$ cat src/design/pdct_pkg.sv
/*
 * constants, state type and tap decode for the prescaled down-counter timer.
 * assumes a 100 MHz core clock and an apb slave with 12 address bits.
 */
package pdct_pkg;

    localparam int CNT_W = 8;
    localparam int PRE_W = 7;
    localparam int DIV_W = 3;
    localparam int ADDR_W = 12;
    localparam int DATA_W = 32;

    ////////////////////////////////////////////////////////////////////////////////
    // register map: printed offsets are word indices, byte address is index * 4
    localparam logic [3:0] IDX_VALUE = 4'h8;
    localparam logic [3:0] IDX_CONTROL = 4'h9;

    // control register fields
    localparam int BIT_FLAG = 7;
    localparam int BIT_MASK = 6;
    localparam int BIT_SRC = 5;
    localparam int BIT_GATE = 4;
    localparam int BIT_CLR = 3;
    localparam int DIV_LSB = 0;

    // option byte fields
    localparam int OPT_BIT_MODE = 6;

    // bits forced to one on read in option-byte mode
    localparam logic [7:0] CTRL_OPT_ONES = 8'h37;

    ////////////////////////////////////////////////////////////////////////////////
    // reset values
    localparam logic [CNT_W-1:0] COUNT_RESET = 8'hff;
    localparam logic [PRE_W-1:0] PRE_RESET = 7'h7f;
    localparam logic FLAG_RESET = 1'b0;
    localparam logic MASK_RESET = 1'b1;

    // pin edge to prescaler pulse in external mode, in core cycles
    localparam int PIN_LATENCY = 3;

    // prescaler input select, coded as {gate, source}
    localparam logic [1:0] SEL_INTERNAL = 2'h0;
    localparam logic [1:0] SEL_OFF = 2'h1;
    localparam logic [1:0] SEL_GATED = 2'h2;
    localparam logic [1:0] SEL_EXTERNAL = 2'h3;

    typedef enum logic {ST_LOAD, ST_RUN} pdct_state_t;

    // low bits of the prescaler that must be zero for the selected tap to fire
    function automatic logic [PRE_W-1:0] tap_mask(input logic [DIV_W-1:0] sel);
        tap_mask = PRE_W'((8'h01 << sel) - 8'h01);
    endfunction : tap_mask

endpackage : pdct_pkg

$ cat src/design/pdct_pin_sense.sv
/*
 * count input pin sensing: level and re-armed rising edge.
 * assumes the pin is synchronous to mclk_in; the stages set the pin latency.
 */
`timescale 1ns/1ns
module pdct_pin_sense (
    input wire logic mclk_in,
    input wire logic arst_n_in,
    input wire logic pin_in,
    output logic level_out,
    output logic rise_out
);

    logic stage1;
    logic stage2;
    logic stage3;

    // rise needs stage3 low, so the pin must be seen low before re-arming
    always_ff @(posedge mclk_in or negedge arst_n_in) begin
        if (!arst_n_in) begin
            stage1 <= 1'b0;
            stage2 <= 1'b0;
            stage3 <= 1'b0;
            rise_out <= 1'b0;
        end else begin
            stage1 <= pin_in;
            stage2 <= stage1;
            stage3 <= stage2;
            rise_out <= stage2 & ~stage3;
        end
    end

    assign level_out = stage2;

endmodule : pdct_pin_sense

$ cat src/design/pdct_prescaler.sv
/*
 * 7-bit binary prescaler with eight selectable taps.
 * assumes pulse_in is a one-cycle enable and clear_in a one-cycle strobe.
 */
`timescale 1ns/1ns
module pdct_prescaler (
    input wire logic mclk_in,
    input wire logic arst_n_in,
    input wire logic pulse_in,
    input wire logic clear_in,
    input wire logic [pdct_pkg::DIV_W-1:0] div_sel_in,
    output logic tick_out,
    output logic [pdct_pkg::PRE_W-1:0] count_out
);

    logic [pdct_pkg::PRE_W-1:0] count;
    logic tap_hit;

    // counts down from all ones, so a cleared prescaler gives a full period
    assign tap_hit = (count & pdct_pkg::tap_mask(div_sel_in)) == {pdct_pkg::PRE_W{1'b0}};
    // a clear swallows the pulse of its own cycle
    assign tick_out = pulse_in & ~clear_in & tap_hit;
    assign count_out = count;

    always_ff @(posedge mclk_in or negedge arst_n_in) begin
        if (!arst_n_in) begin
            count <= pdct_pkg::PRE_RESET;
        end else if (clear_in) begin
            count <= pdct_pkg::PRE_RESET;
        end else if (pulse_in) begin
            count <= count - 7'h01;
        end
    end

endmodule : pdct_prescaler

$ cat src/design/pdct_timer.sv
/*
 * prescaled 8-bit down-counter timer with apb register access.
 * assumes an apb master on mclk_in, a count pin synchronous to the clock and a
 * factory option byte that is stable from reset release onward.
 */
// Register access over APB and the register offsets were decided locally.
`timescale 1ns/1ns
// Functional notes
// - software-loadable 8-bit counter, decremented by each prescaler output pulse.
// - decrement to zero sets the count-done flag, control bit 7.
// - mask bit 6 set blocks the request; clear passes it.
// - request is a level held until software clears the flag.
// - counter wraps from zero to all ones; reads never disturb counting.
// - external source counts pin rising edges when gate is set, nothing when gate is clear; otherwise the internal clock.
// - pin change needs three cycles; pin must be seen low to re-arm. The gated-mode level path takes two cycles.
// - prescaler is a 7-bit divider with eight taps, one bypassing.
// - writing one to bit 3 resets the prescaler to all ones in software mode only.
// - reset loads ones into prescaler and counter, clears flag, sets mask.
// - bits 0,1,2,4,5 load from option byte; writable only if mode zero.
// - software mode: all bits read/write except bit 3, reading zero.
// - option mode: bits 7,6 read/write; 5,4,2,1,0 read one; bit 3 zero.
// - gate and source choose internal, gated, none or pin clock.
// - gated mode counts internal clocks only while the pin is high.
// - bits 2..0 choose the division from 1 to 128.
// - control register at index 009, flag down to division bits.
// - division code n selects divide by two to the n.
module pdct_timer (
    input wire logic mclk_in,
    input wire logic arst_n_in,
    input wire logic psel_in,
    input wire logic penable_in,
    input wire logic pwrite_in,
    input wire logic [pdct_pkg::ADDR_W-1:0] paddr_in,
    input wire logic [pdct_pkg::DATA_W-1:0] pwdata_in,
    input wire logic [3:0] pstrb_in,
    output logic [pdct_pkg::DATA_W-1:0] prdata_out,
    output logic pready_out,
    output logic pslverr_out,
    input wire logic count_pin_in,
    input wire logic [7:0] factory_option_in,
    output logic count_irq_out
);

    ////////////////////////////////////////////////////////////////////////////////
    // state

    pdct_pkg::pdct_state_t state;
    logic option_mode_select;
    logic count_done_flag;
    logic count_irq_mask;
    logic count_source_select;
    logic pin_gate_enable;
    logic [pdct_pkg::DIV_W-1:0] div_select;
    logic [pdct_pkg::CNT_W-1:0] count_value;

    ////////////////////////////////////////////////////////////////////////////////
    // apb decode

    wire setup_phase;
    wire access_done;
    wire addr_aligned;
    wire hit_value;
    wire hit_ctrl;
    wire wr_value;
    wire wr_ctrl;
    wire [7:0] wdata_lo;
    wire [7:0] ctrl_raw;
    wire [7:0] ctrl_read;
    wire [pdct_pkg::DATA_W-1:0] next_rdata;

    assign setup_phase = psel_in & ~penable_in;
    assign access_done = psel_in & penable_in & pready_out;
    assign addr_aligned = (paddr_in[11:6] == 6'h00) && (paddr_in[1:0] == 2'h0);
    assign hit_value = addr_aligned && (paddr_in[5:2] == pdct_pkg::IDX_VALUE);
    assign hit_ctrl = addr_aligned && (paddr_in[5:2] == pdct_pkg::IDX_CONTROL);
    // only byte lane 0 carries register bits
    assign wr_value = access_done & pwrite_in & hit_value & pstrb_in[0];
    assign wr_ctrl = access_done & pwrite_in & hit_ctrl & pstrb_in[0];
    assign wdata_lo = pwdata_in[7:0];

    // bit 3 always reads zero so bit set/clear instructions stay safe
    assign ctrl_raw = {count_done_flag, count_irq_mask, count_source_select,
                       pin_gate_enable, 1'b0, div_select};
    assign ctrl_read = option_mode_select ? (ctrl_raw | pdct_pkg::CTRL_OPT_ONES)
                                          : ctrl_raw;
    // reads sample the live count and have no side effect
    assign next_rdata = hit_value ? {24'h000000, count_value} :
                        hit_ctrl ? {24'h000000, ctrl_read} : 32'h00000000;

    // one wait-free access: ready is set during setup, answered in access
    always_ff @(posedge mclk_in or negedge arst_n_in) begin
        if (!arst_n_in) begin
            pready_out <= 1'b0;
            pslverr_out <= 1'b0;
            prdata_out <= 32'h00000000;
        end else begin
            pready_out <= setup_phase;
            pslverr_out <= setup_phase & ~(hit_value | hit_ctrl);
            if (setup_phase && !pwrite_in) begin
                prdata_out <= next_rdata;
            end
        end
    end

    ////////////////////////////////////////////////////////////////////////////////
    // configuration: option byte capture after reset release, then software

    wire running;
    wire cfg_write;
    wire clear_strobe;

    assign running = (state == pdct_pkg::ST_RUN);
    assign cfg_write = wr_ctrl & running & ~option_mode_select;
    // the clear has no effect in option-byte mode
    assign clear_strobe = wr_ctrl & wdata_lo[pdct_pkg::BIT_CLR] & ~option_mode_select;

    // option byte is a level, so it is caught by a clocked step after reset
    always_ff @(posedge mclk_in or negedge arst_n_in) begin
        if (!arst_n_in) begin
            state <= pdct_pkg::ST_LOAD;
            option_mode_select <= 1'b0;
            count_source_select <= 1'b0;
            pin_gate_enable <= 1'b0;
            div_select <= 3'h0;
        end else begin
            case (state)
                pdct_pkg::ST_LOAD: begin
                    option_mode_select <= factory_option_in[pdct_pkg::OPT_BIT_MODE];
                    count_source_select <= factory_option_in[pdct_pkg::BIT_SRC];
                    pin_gate_enable <= factory_option_in[pdct_pkg::BIT_GATE];
                    div_select <= factory_option_in[pdct_pkg::DIV_LSB +: pdct_pkg::DIV_W];
                    state <= pdct_pkg::ST_RUN;
                end
                pdct_pkg::ST_RUN: begin
                    if (cfg_write) begin
                        count_source_select <= wdata_lo[pdct_pkg::BIT_SRC];
                        pin_gate_enable <= wdata_lo[pdct_pkg::BIT_GATE];
                        div_select <= wdata_lo[pdct_pkg::DIV_LSB +: pdct_pkg::DIV_W];
                    end
                end
                default: begin
                    state <= pdct_pkg::ST_LOAD;
                end
            endcase
        end
    end

    ////////////////////////////////////////////////////////////////////////////////
    // prescaler input selection

    wire pin_level;
    wire pin_rise;
    wire [1:0] input_sel;
    logic presc_pulse;
    wire presc_tick;
    wire [pdct_pkg::PRE_W-1:0] presc_count;

    pdct_pin_sense u_pin (
        .mclk_in(mclk_in),
        .arst_n_in(arst_n_in),
        .pin_in(count_pin_in),
        .level_out(pin_level),
        .rise_out(pin_rise)
    );

    assign input_sel = {pin_gate_enable, count_source_select};

    always_comb begin
        case (input_sel)
            pdct_pkg::SEL_INTERNAL: presc_pulse = running;
            pdct_pkg::SEL_GATED: presc_pulse = running & pin_level;
            pdct_pkg::SEL_OFF: presc_pulse = 1'b0;
            pdct_pkg::SEL_EXTERNAL: presc_pulse = running & pin_rise;
            default: presc_pulse = 1'b0;
        endcase
    end

    pdct_prescaler u_presc (
        .mclk_in(mclk_in),
        .arst_n_in(arst_n_in),
        .pulse_in(presc_pulse),
        .clear_in(clear_strobe),
        .div_sel_in(div_select),
        .tick_out(presc_tick),
        .count_out(presc_count)
    );

    ////////////////////////////////////////////////////////////////////////////////
    // counter, flag, mask and request

    wire zero_event;
    wire [7:0] next_count;
    wire next_flag;
    wire next_mask;

    // a load in the same cycle as a tick wins and raises no event
    assign zero_event = presc_tick & ~wr_value & (count_value == 8'h01);
    assign next_count = wr_value ? wdata_lo :
                        presc_tick ? count_value - 8'h01 : count_value;
    // hardware set wins over a software clear in the same cycle
    assign next_flag = zero_event ? 1'b1 :
                       wr_ctrl ? wdata_lo[pdct_pkg::BIT_FLAG] : count_done_flag;
    assign next_mask = wr_ctrl ? wdata_lo[pdct_pkg::BIT_MASK] : count_irq_mask;

    always_ff @(posedge mclk_in or negedge arst_n_in) begin
        if (!arst_n_in) begin
            count_value <= pdct_pkg::COUNT_RESET;
            count_done_flag <= pdct_pkg::FLAG_RESET;
            count_irq_mask <= pdct_pkg::MASK_RESET;
            count_irq_out <= 1'b0;
        end else begin
            count_value <= next_count;
            count_done_flag <= next_flag;
            count_irq_mask <= next_mask;
            // built from next values so it tracks the two bits in the same cycle
            count_irq_out <= next_flag & ~next_mask;
        end
    end

    wire ctrl_read_done;
    assign ctrl_read_done = access_done & ~pwrite_in & hit_ctrl;
endmodule : pdct_timer

$ cat config.mk
export PLATFORM = sky130hd
export DESIGN_NAME = pdct_timer
export DESIGN_NICKNAME = d
export VERILOG_FILES = /design/src/design/pdct_pkg.sv /design/src/design/pdct_pin_sense.sv /design/src/design/pdct_prescaler.sv /design/src/design/pdct_timer.sv
export SDC_FILE = /design/constraint.sdc
export NUM_CORES = 1
export LEC_CHECK = 0
export ABC_AREA = 1
export BUFFER_PORTS_ARGS = -buffer_cell sky130_fd_sc_hd__buf_2
export CAP_MARGIN = 20
export CORE_MARGIN = 2
export CORE_UTILIZATION = 43
export CTS_CLUSTER_DIAMETER = 30
export DETAILED_ROUTE_END_ITERATION = 16
export PLACE_DENSITY = 0.79
export SYNTH_ARGS = -nofsm -noshare
export SYNTH_HDL_FRONTEND = slang
export SYNTH_SLANG_ARGS = --single-unit
$ cat constraint.sdc
create_clock -name mclk_in -period 1.3 [get_ports mclk_in]
set_input_delay 0.26 -clock mclk_in [delete_from_list [all_inputs] [get_ports mclk_in]]
set_output_delay 0.26 -clock mclk_in [all_outputs]
set_load 0.01 [all_outputs]
---- After elaboration in Yosys (flattened, before gate mapping) ----
Cells that the tools add are included.
word-level totals
  bits in registers ....................... 63
  input port bits ......................... 62
  output and inout port bits .............. 35
  word-level logic and storage cells ...... 87
operators by class
  add/subtract/negate cells ............... 3
  eq/ne operators ......................... 7
  shift-type cells ........................ 1
  mux-type cells .......................... 17
  bitwise logic cells ..................... 31
  reductions and logical operators ........ 11
operator list
  operator               count
  $mux W8                4
  $and A1 B1 Y1          21
  $mux W7                2
  $sub A7 B1 Y7 const B  2
  $eq A4 B4 Y1 const B   2
  $eq A8 B1 Y1 const B   1
  $not A1 Y1             8
  $sub A8 B1 Y8 const B  1
  $and A7 B7 Y7          1
  $logic_not A7 Y1       1
  $shl A1 B3 Y7 const A  1
  $logic_not A6 Y1       1
  $mux W6                1
  $pmux W3 S2            1
  $mux W1                5
  $eq A2 B2 Y1 const B   2
  $logic_and A1 B1 Y1    4
  $logic_not A2 Y1       2
  $pmux W1 S2            2
  $pmux W1 S4            1
  $reduce_bool A2 Y1     2
  $mux W3                1
  $eq A2 B1 Y1 const B   1
  $ne A2 B1 Y1 const B   1
  other kinds (2)        2

---- Depth between registers and ports, before layout ----
Gate-level depths: netlist of the first run.
  depth in word-level cells ............... 14
  gate-level depth with buffers ........... 11
  depth with buffers taken out ............ 10

---- Modules after synthesis ----
Synthesis of the first run repeated with hierarchy kept, for this count alone.
second synthesis, totals
  cells, all modules ...................... 306
  area, all modules ....................... 2401.1 µm²
by module, submodules not included
  module          times used  cells each  area an instance (µm²)  sequential area each (µm²)
  pdct_timer      1           237         1826.8                  711.9
  pdct_prescaler  1           63          464.2                   183.9
  pdct_pin_sense  1           6           110.1                   100.1

---- Least setup slack after synthesis of the first run ----
No wires, ideal clock.
  path kind ............................... register to register
  start ................................... register state, in the netlist running
  end ..................................... register count_irq_out
  setup time .............................. 0.077 ns
  arrival ................................. 1.233 ns
  data required time ...................... 1.223 ns
  slack ................................... -0.010 ns
  cell stages (with the launch flop) ...... 8
  path buffers ............................ 1
  period minus slack after synthesis ...... 1.310 ns
  cells stage by stage .................... dfrtp_1 -> buf_6 -> inv_2 -> nor3_4 -> nand2_2 -> nor2_4 -> nand3_2 -> a21oi_1
on the way
  word-level cells in the longest chain between the ends .. 8
  elaborated cells on any way between the ends .. 9
  those cells by class .................... mux (2); bitwise (7)
ends and longest elaborated chain
  element                                  RTL line                              RTL
  from (decl)                              pdct_timer.sv:47                      pdct_pkg::pdct_state_t state;
  from (signal assigned)                   pdct_timer.sv:120                     state <= pdct_pkg::ST_LOAD;
  from (signal assigned)                   pdct_timer.sv:132                     state <= pdct_pkg::ST_RUN;
  from (signal assigned)                   pdct_timer.sv:142                     state <= pdct_pkg::ST_LOAD;
  $and A1 B1 Y1, on equally long branches  pdct_timer.sv:173, pdct_timer.sv:171
  $pmux W1 S4 *                            pdct_timer.sv:169                     case (input_sel)
  $and A1 B1 Y1 * (2 in a row)             pdct_prescaler.sv:22                  assign tick_out = pulse_in & ~clear_in & tap_hit;
  $and A1 B1 Y1 * (2 in a row)             pdct_timer.sv:197                     assign zero_event = presc_tick & ~wr_value & (count_value == 8'h01);
  $mux W1 *                                pdct_timer.sv:201                     assign next_flag = zero_event ? 1'b1 :
  $and A1 B1 Y1 *                          pdct_timer.sv:216                     count_irq_out <= next_flag & ~next_mask;
  to (signal assigned)                     pdct_timer.sv:216
  to (decl)                                pdct_timer.sv:41                      output logic count_irq_out
Every way passes the cells marked *; elsewhere a longest branch is shown, timed or not.
A chain may end at the register's enable or synchronous reset.

---- Final worst setup path of the first run ----
  start ................................... register div_select[1] in the netlist's numbering
  end ..................................... register count_irq_out
on the way
  word-level cells in the longest chain between the ends .. 9
ends and longest elaborated chain
  element                     RTL line              RTL
  from (decl)                 pdct_timer.sv:53      logic [pdct_pkg::DIV_W-1:0] div_select;
  from (signal assigned)      pdct_timer.sv:131     div_select <= factory_option_in[pdct_pkg::DIV_LSB +: pdct_pkg::DIV_W];
  from (signal assigned)      pdct_timer.sv:138     div_select <= wdata_lo[pdct_pkg::DIV_LSB +: pdct_pkg::DIV_W];
  $shl A1 B3 Y7               pdct_pkg.sv:52        tap_mask = PRE_W'((8'h01 << sel) - 8'h01);
  $sub A7 B1 Y7               pdct_pkg.sv:52
  $and A7 B7 Y7               pdct_prescaler.sv:20  assign tap_hit = (count & pdct_pkg::tap_mask(div_sel_in)) == {pdct_pkg::PRE_W{1'b0}};
  $logic_not A7 Y1            pdct_prescaler.sv:20
  $and A1 B1 Y1               pdct_prescaler.sv:22
  $and A1 B1 Y1 (2 in a row)  pdct_timer.sv:197
  $mux W1                     pdct_timer.sv:201
  $and A1 B1 Y1               pdct_timer.sv:216
Every way passes these cells.

==> results.cfg, run 1 <==
[run_status]
status = finished with violations
violations = negative setup slack

[pwr]
power_switching_mw = 1.64
power.total_mw = 4.58
cell_internal_pwr_mw = 2.95
net_sw_frac = 0.357
power.share.clock = 0.198
max-vdd-ir-drop_uv = 696
power.density_cell_area_nw_per_um2 = 1460
leakagePower_nw = 1.63
power.combinational.fraction = 0.405
power_frac_seq = 0.397

[timing]
final.period_utilization = 1.17
fin_crit_ps = 1520
slew_viol_final = 0
timing.clock.skew_ps = 6.59
timing_hold_violations_final = 0
timing.final.setup_violations = 16
setup_repair_after_global_routing_missed_its_margin = yes
final.setup.worst_slack_ps = -222
fmax_mhz = 657

[final_layout]
area.growth.synth_to_final_pct = 35.8
multi_input_logic_area_um2 = 1200
layout_commonest_cell = sky130_fd_sc_hd__nand2_1
fillerInstances = 456
finish.net_count = 447
postLayoutCellArea_um2 = 3130
layout_cell_share_with_drive_strength_beyond_1 = 0.415
final-seq-area_um2 = 996
final_cell_mix = 60 x sky130_fd_sc_hd__nand2_1, 43 x sky130_fd_sc_hd__buf_2, 42 x sky130_fd_sc_hd__buf_4
insertedDiodeCount = 0

[setup_path]
critical_path.cell_chain = o21ai_0, nand2_1, o21ai_1, nand2_2, nor2_4, nand3_2, a21oi_1
timing.critical_path.to_type = register
timing.critical_path.from_type = register
worstReg2RegStart = div_select[1]$_DFFE_PN0P_
cp.arrival_ps = 1750
crit_required_ps = 1530
critPathMaxStageDelay_ps = 440
worst_setup_path_startpoint = div_select[1]$_DFFE_PN0P_
crit_slowest_cell = sky130_fd_sc_hd__dfrtp_1
timing_worst_setup_path_type = reg2reg
worstPathMaxFanout = 8

[synth]
synthXorXnorAreaFrac = 0.0228
synthSimpleGateAreaFrac = 0.279
synth_mux_area_frac = 0.0174
share_of_synthesized_cell_area_in_full_adder_half_adder_and_majority_cells = 0.0163
postSynthRegisterBits = 39
yosys_warning_count = 0
netlist-cell-type-count = 33
syn_area_per_cell_um2 = 8.10
synth_cells = 285
post_synth_instance_area_um2 = 2310
synth_compound_area_frac = 0.0879
synth_top_family_by_area = simple AND/OR/NAND/NOR gates
yosysSeqAreaShare = 0.432

[grt]
grt_overflow_total = 0
first_global_vias = 2190
grt_antenna_before_repair = 0
grt_max_degree = 40
grt_pass1_wl_um = 9410
grt_usage = 0.198

[worst_hold_path]
timing.hold.worst.class = in2reg
holdCritStartpoint = count_pin_in

[cts]
clk-insertion-delay-late_ps = 290
cts_tree = done
clk_pin_slew_ps = 70
clock-sinks = 39
cts_made_buffers = 5
ctsLongestPathBuffers = 2
cts_htree_levels = 2
cts-root-buf = sky130_fd_sc_hd__clkbuf_8

[detailed_routing]
routed_wirelength_um = 5740
final_routed_drc_violation_total = 0
drtIter0Drc = 139
route.detailed.vias_per_inst = 4.77
first_pass_iteration_count_of_the_detailed_router = 4
route.antenna.remaining_nets = 0
detailed_route_via_count = 2162
routed_wire_length_per_instance_um = 12.7

[floorplanning]
die_area_um2 = 5970
floorplan.core_area_um2 = 5140
die_height_um = 77.3
die_w_um = 77.3
starting_density_of_the_core = 0.449
pin_count = 97
fp-row-count = 26

[run]
max_cap_viol_count = 0

[placement]
last_weighted_congestion_value_of_the_routability_driven_placer = 0.892
post-dp-hpwl_um = 3950
buffer_ports.inserted = 43
area_after_dpl_um2 = 2790
-- synth_stat cells --
master,instances,area (um2)
sky130_fd_sc_hd__nand2_1,66,248
sky130_fd_sc_hd__inv_1,31,116
sky130_fd_sc_hd__buf_4,24,180
sky130_fd_sc_hd__dfrtp_1,23,576
sky130_fd_sc_hd__nand3_1,20,100
sky130_fd_sc_hd__nor2_1,20,75.1
sky130_fd_sc_hd__o21ai_0,19,95.1
sky130_fd_sc_hd__dfstp_2,16,420
sky130_fd_sc_hd__a21oi_1,7,35.0
sky130_fd_sc_hd__o21ai_1,6,30.0
sky130_fd_sc_hd__xor2_1,6,52.6
sky130_fd_sc_hd__mux2i_1,4,40.0
sky130_fd_sc_hd__nand4_1,4,25.0
sky130_fd_sc_hd__nor2_2,4,25.0
sky130_fd_sc_hd__nor2_4,4,45.0
sky130_fd_sc_hd__nor3_1,4,20.0
sky130_fd_sc_hd__ha_1,3,37.5
sky130_fd_sc_hd__o22ai_1,3,18.8
sky130_fd_sc_hd__and3_1,2,12.5
sky130_fd_sc_hd__buf_6,2,22.5
sky130_fd_sc_hd__conb_1,2,7.51
sky130_fd_sc_hd__inv_2,2,7.51
sky130_fd_sc_hd__nand2_2,2,12.5
sky130_fd_sc_hd__nand3b_1,2,15.0
sky130_fd_sc_hd__nand2_4,1,11.3
sky130_fd_sc_hd__nand3_2,1,10.0
sky130_fd_sc_hd__nand4_2,1,12.5
sky130_fd_sc_hd__nor3_2,1,10.0
sky130_fd_sc_hd__nor3_4,1,16.3
sky130_fd_sc_hd__o21a_1,1,7.51
sky130_fd_sc_hd__o21ai_2,1,8.76
sky130_fd_sc_hd__o31ai_1,1,7.51
sky130_fd_sc_hd__or2_2,1,6.26
-- power groups by stage --
stage / clock (mW) / combinational (mW) / sequential [mW]
2_1_floorplan: 0 / 0.966 / 1.78
3_3_place_gp: 0 / 1.48 / 1.80
3_5_place_dp: 0 / 1.54 / 1.81
4_1_cts: 0.928 / 1.66 / 1.80
5_1_grt: 0.970 / 2.06 / 1.86
6_report: 0.906 / 1.86 / 1.82
-- worst max-delay path, delay by kind of cell (launching register included) --
kind | cells | cell delay [ps]
compound gates | 3 | 430
flops | 1 | 440
simple gates | 4 | 570
-- cells by family after synthesis --
family,Yosys count
buf+inv,59
compound gates,38
other cells,2
fa+ha+maj,3
xor+xnor,6
flops,39
mux,4
simple gates,134
-- path summary, 6_finish.rpt --
| path | to | slack [ps] | cells after the start |
|---|---|---|---|
| worst max-delay path | count_irq_out$_DFF_PN0_ | -220 | 7 |
| worst min-delay path | u_pin.stage1$_DFF_PN0_ | 70 | 1 |
| worst max register to register | count_irq_out$_DFF_PN0_ | -220 | 7 |
| worst min register to register | u_pin.level_out$_DFF_PN0_ | 350 | 0 |
| max in group asynchronous | u_presc.count_out[5]$_DFFE_PN1P_ | 580 | 3 |
| min in group asynchronous | div_select[2]$_DFFE_PN0P_ | 450 | 3 |
-- layer usage --
layer / vias up / share of wire / GRT usage
li1: 1065 / - / -
met1: 988 / 0.41 / 0.234
met2: 95 / 0.50 / 0.348
met3: 14 / 0.062 / 0.0424
met4: 0 / 0.027 / 0.0821
met5: - / 0 / 0
-- layout make-up --
cell class	instances	area share
flip-flops and latches	39	0.318
clock buffers	8	0.0319
inverters	33	0.0395
well taps	70	0.0280
repair buffers	92	0.200
multi-input cells	211	0.383
-- state kept, by name (all words and copies together) (netlist names) --
| signal | count |
|---|---|
| u_pin.rise_out | 1 |
| running | 1 |
| prdata_out | 8 |
| u_pin.stage1 | 1 |
| count_source_select | 1 |
| pin_gate_enable | 1 |
| u_pin.level_out | 1 |
| count_irq_mask | 1 |
| pready_out | 1 |
| div_select | 3 |
| pslverr_out | 1 |
| count_irq_out | 1 |
| option_mode_select | 1 |
| u_pin.stage3 | 1 |
| count_value | 8 |
| count_done_flag | 1 |
| u_presc.count_out | 7 |
-- per-stage QoR --
| step | instances | setup slack (ps) | util | setup TNS [ps] | hold WS [ps] |
|---|---|---|---|---|---|
| finish | 453 | -222 | 0.610 | -2340 | 72.9 |
| global route | 453 | -367 | 0.610 | -4700 | 70.6 |
| CTS | 449 | -135 | 0.584 | -1360 | 69.6 |
| detailed placement | 433 | -271 | 0.543 | -4350 | 242 |
| global placement | 433 | -225 | 0.543 | -3270 | 241 |
| floorplan | 308 | -10.0 | - | -36.4 | -35.6 |
-- what timing repair did --
item	in CTS	in global routing
pin swaps	7	16
cloned	0	1
hold buffers	1	0
resized for setup	19	31
endpoints found under the hold margin	23	0
setup buffers	7	7
endpoints found under the setup margin	20	24
(Power assumes the default switching activity.)
==> inputs of run 2 (changes only) <==
Settings changed: CORE_ASPECT_RATIO set to 1.2.
==> run 2 against run 1 <==
The flow still finishes with violations (negative setup slack). Power down 0.18%. Largest cell class unchanged. Critical endpoint unchanged. Clock skew up 0.68 ps. Count of clock-buffer cells in the layout down 3. Cell count down 1.5%. Utilization down 1.1 points. Wire length up 0.75%.
==> results.cfg, run 2 (synthesis results as in run 1) <==
[setup_path]
cp.arrival_ps = 1730
critical_path.cell_chain = o21ai_1, nand2_1, o21ai_2, nand2_2, nor2_4, nand3_2, a21oi_2
crit_slowest_cell = sky130_fd_sc_hd__dfrtp_1
timing.critical_path.from_type = register
timing.critical_path.to_type = register
timing_worst_setup_path_type = reg2reg
crit_buf_inv = 0
worstPathMaxFanout = 8
critPathMaxStageDelay_ps = 430
crit_family = simple AND/OR/NAND/NOR gates
crit_required_ps = 1530

[timing]
timing_hold_violations_final = 0
fin_setup_tns_ps = -2650
final.setup.worst_slack_ps = -204
timing.final.setup_violations = 18
slew_viol_final = 0
timing.clock.skew_ps = 7.26
fmax_mhz = 665
fin_crit_ps = 1500
final.period_utilization = 1.16
setup_repair_after_global_routing_missed_its_margin = yes
fin_hold_ws_ps = 62.9

[pwr]
cell_internal_pwr_mw = 2.88
power_switching_mw = 1.70
net_sw_frac = 0.371
power_frac_seq = 0.399
power.total_mw = 4.58
power.share.clock = 0.181
leakagePower_nw = 1.63
power.combinational.fraction = 0.420
max-vdd-ir-drop_uv = 665
power.density_cell_area_nw_per_um2 = 1460

[cts]
clk-insertion-delay-late_ps = 300
ctsLongestPathBuffers = 2
cts_tree = done
clock-sinks = 39
cts_made_buffers = 5
cts_htree_levels = 2
clk_pin_slew_ps = 80
cts-root-buf = sky130_fd_sc_hd__clkbuf_8

[detailed_routing]
first_pass_iteration_count_of_the_detailed_router = 6
detailed_route_via_count = 2178
routed_wirelength_um = 5780
drtIter0Drc = 174
route.detailed.vias_per_inst = 4.88
route.antenna.remaining_nets = 0
final_routed_drc_violation_total = 0
routed_wire_length_per_instance_um = 13.0

[grt]
grt_usage = 0.187
grt_max_degree = 40
first_global_vias = 2058
grt_antenna_before_repair = 0
grt_overflow_total = 0
grt_pass1_wl_um = 9070

[floorplanning]
die_w_um = 70.9
starting_density_of_the_core = 0.442
pin_count = 97
die_height_um = 84.2
floorplan.core_area_um2 = 5230
die_area_um2 = 5970
fp-row-count = 29

[run_status]
violations = negative setup slack
status = finished with violations

[final_layout]
insertedDiodeCount = 0
layout_cell_share_with_drive_strength_beyond_1 = 0.438
finish.net_count = 448
layout_commonest_cell = sky130_fd_sc_hd__nand2_1
area.growth.synth_to_final_pct = 35.5
final_cell_mix = 59 x sky130_fd_sc_hd__nand2_1, 44 x sky130_fd_sc_hd__buf_4, 43 x sky130_fd_sc_hd__buf_2

[worst_hold_path]
timing.hold.worst.class = in2reg

[placement]
last_weighted_congestion_value_of_the_routability_driven_placer = 0.863
post-dp-hpwl_um = 3930
buffer_ports.inserted = 43

[run]
max_cap_viol_count = 0
-- run 2: power groups by stage --
stage | Sequential [mW] | Combinational (mW) | Clock [mW]
after floorplan | 1.78 | 0.966 | 0
after global placement | 1.80 | 1.48 | 0
after detailed placement | 1.81 | 1.52 | 0
after CTS | 1.80 | 1.66 | 0.849
after global routing | 1.86 | 2.10 | 0.894
final | 1.83 | 1.92 | 0.828
-- run 2: metal layers --
metal	vias to the layer above	part of all wire	track usage
li1	1064	-	-
met1	1012	0.41	0.242
met2	87	0.50	0.312
met3	15	0.056	0.0228
met4	0	0.027	0.0840
met5	-	0	0
-- run 2: final timing paths --
kind | start | endpoint | slack, ps | cells past startpoint
worst max-delay path | div_select[1]$_DFFE_PN0P_ | count_irq_out$_DFF_PN0_ | -200 | 7
worst min-delay path | count_pin_in | u_pin.stage1$_DFF_PN0_ | 60 | 1
worst max register to register | div_select[1]$_DFFE_PN0P_ | count_irq_out$_DFF_PN0_ | -200 | 7
worst min register to register | u_pin.stage1$_DFF_PN0_ | u_pin.level_out$_DFF_PN0_ | 360 | 0
max in group asynchronous | arst_n_in | u_presc.count_out[6]$_DFFE_PN1P_ | 580 | 3
min in group asynchronous | arst_n_in | u_pin.level_out$_DFF_PN0_ | 450 | 3
-- run 2: cell type report --
| cell class | instances | area [um2] |
|---|---|---|
| fillers | 442 | 2100 |
| well taps | 62 | 77.6 |
| repair buffers | 93 | 621 |
| inverters | 33 | 126 |
| flip-flops and latches | 39 | 996 |
| clock inverters | 3 | 20.0 |
| clock buffers | 5 | 68.8 |
| multi-input cells | 211 | 1220 |
-- run 2: repair_timing --
action,CTS,global route
gates resized for setup,26,32
cloned,0,1
pin swaps,15,11
setup endpoints to repair,21,23
buffers inserted,10,2
hold endpoints to repair,23,0
hold buffers,1,0
-- run 2: through the flow --
step | utilization | instances | cell area, um2 | setup slack (ps)
floorplan | - | 308 | 2390 | -10.0
CTS | 0.577 | 443 | 3010 | -154
global route | 0.598 | 446 | 3130 | -252
detailed placement | 0.531 | 424 | 2770 | -256
global placement | 0.531 | 424 | 2770 | -226
finish | 0.598 | 446 | 3130 | -204
==> inputs of run 3 (changes only) <==
Settings changed: CORE_UTILIZATION 43 to 30, PLACE_DENSITY 0.79 to 0.59.
==> run 3 against run 2 <==
The run still ends with negative setup slack left. Die area rose by 41%. Wire length fell by 0.81%. First-iteration DRC count fell by 53%. Register-to-register slack improved by 30 ps. Sequential share of layout area fell by 1.4 points. Design area rose by 4.4%. Critical path depth rose by 2. Via count fell by 0.96%. Count of clock-buffer cells in the layout did not move. Combinational power barely moved. Non-clock buffer count rose by 5. Worst hold slack barely moved. Largest power group unchanged. Highest routed layer unchanged.
==> results.cfg, run 3 (synthesis results as in run 1) <==
[floorplanning]
floorplan.core_area_um2 = 7580
die_w_um = 84.1
die_area_um2 = 8410
pin_count = 97
starting_density_of_the_core = 0.305
die_height_um = 100
fp-row-count = 35

[detailed_routing]
route.antenna.remaining_nets = 0
detailed_route_via_count = 2157
routed_wirelength_um = 5730
route.detailed.vias_per_inst = 4.48
final_routed_drc_violation_total = 0
drtIter0Drc = 81
first_pass_iteration_count_of_the_detailed_router = 4
routed_wire_length_per_instance_um = 11.9

[final_layout]
finish.net_count = 453
layout_cell_share_with_drive_strength_beyond_1 = 0.427
area.growth.synth_to_final_pct = 41.5
insertedDiodeCount = 0
layout_commonest_cell = sky130_fd_sc_hd__nand2_1
final_cell_mix = 62 x sky130_fd_sc_hd__nand2_1, 44 x sky130_fd_sc_hd__buf_4, 43 x sky130_fd_sc_hd__buf_2
fin_util = 0.431

[cts]
cts_htree_levels = 2
clk_pin_slew_ps = 80
clock-sinks = 39
cts-root-buf = sky130_fd_sc_hd__clkbuf_8
cts_tree = done
ctsLongestPathBuffers = 2
clk-insertion-delay-late_ps = 300
cts_made_buffers = 5

[placement]
buffer_ports.inserted = 43
last_weighted_congestion_value_of_the_routability_driven_placer = 0.848
post-dp-hpwl_um = 3990

[pwr]
power.density_cell_area_nw_per_um2 = 1510
max-vdd-ir-drop_uv = 617
leakagePower_nw = 1.69

[timing]
fin_hold_ws_ps = 62.5
final.setup.worst_slack_ps = -171
slew_viol_final = 0
fmax_mhz = 680
final.period_utilization = 1.13
timing_hold_violations_final = 0
fin_crit_ps = 1470
setup_repair_after_global_routing_missed_its_margin = yes
timing.final.setup_violations = 16
timing.clock.skew_ps = 8.24

[setup_path]
worstPathMaxFanout = 6
timing_worst_setup_path_type = reg2reg
cp.arrival_ps = 1710
crit_slowest_cell = sky130_fd_sc_hd__dfstp_2
critPathMaxStageDelay_ps = 560
timing.critical_path.from_type = register
crit_required_ps = 1540
critical_path.cell_chain = inv_1, a21oi_2, o21ai_1, nand2_2, nor2_4, buf_6, nor2_4, nand2_1, nand3_2
timing.critical_path.to_type = register
critical-path-top-cell-by-count = sky130_fd_sc_hd__nor2_4

[worst_hold_path]
timing.hold.worst.class = in2reg

[grt]
grt_usage = 0.137
grt_antenna_before_repair = 0
first_global_vias = 2140
grt_max_degree = 40
grt_pass1_wl_um = 9470
met3_usage = 0.0206
grt_overflow_total = 0
grt_max_usage_layer = met2
met2_track_demand_over_resource = 0.241
grtUsageMet1 = 0.170

[run_status]
status = finished with violations
violations = negative setup slack

[run]
max_cap_viol_count = 0
[run 3: changes by cell type in the layout (fill, tap and decap cells not counted), sizes merged]
| cell | before | now |
|---|---|---|
| buf | 92 | 97 |
| clkinvlp | 2 | 1 |
| clkinv | 1 | 0 |
| bufinv | 0 | 2 |
[run 3: worst paths after layout]
check,start,to,slack (ps),cells past startpoint
worst min-delay path,count_pin_in,u_pin.stage1$_DFF_PN0_,60,1
worst min register to register,u_pin.stage1$_DFF_PN0_,u_pin.level_out$_DFF_PN0_,350,0
min in group asynchronous,arst_n_in,pready_out$_DFF_PN0_,450,3
max in group asynchronous,arst_n_in,count_value[4]$_DFFE_PN1P_,590,3
worst max register to register,u_presc.count_out[4]$_DFFE_PN1P_,count_value[5]$_DFFE_PN1P_,-170,9
worst max-delay path,u_presc.count_out[4]$_DFFE_PN1P_,count_value[5]$_DFFE_PN1P_,-170,9
[run 3: cell type report]
type	instances	area, um2
clock buffer	5	68.8
clock inverter	3	67.6
fill	754	4310
inverter	33	126
multi-input combinational	211	1200
sequential	39	996
tap	92	115
timing repair buffer	98	686
[run 3: worst max-delay path, delay by kind of cell (launching register included)]
| kind | cells | cell delay [ps] |
|---|---|---|
| buf+inv | 2 | 190 |
| flops | 1 | 560 |
| simple gates | 5 | 450 |
| compound gates | 2 | 210 |
[run 3: power by group]
group	internal (mW)	switching (mW)	leakage, nW
clock network	0.766	0.460	0.0644
registers	1.61	0.208	0.463
logic	0.911	0.974	1.16
[run 3: what timing repair did]
item,4_1_cts,5_1_grt
cloned,0,1
pin swaps,14,14
resized for setup,42,12
hold buffers,1,0
setup endpoints to repair,22,22
setup buffers,14,5
endpoints found under the hold margin,23,0
[run 3: stage by stage]
step	setup TNS, ps	cells	total power, mW	area [um2]	setup WS, ps
3_5_place_dp	-4470	456	3.32	2840	-290
5_1_grt	-3040	481	5.25	3260	-238
2_1_floorplan	-36.4	308	2.75	2390	-10.0
4_1_cts	-1560	478	4.83	3210	-159
6_report	-1560	481	4.93	3260	-171
3_3_place_gp	-3800	456	3.30	2840	-256
[run 3: layer usage]
metal | vias up | wire length, um
li1 | 1078 | -
met1 | 998 | 2540
met4 | 0 | 101
met5 | - | 0
met3 | 10 | 282
met2 | 71 | 2820
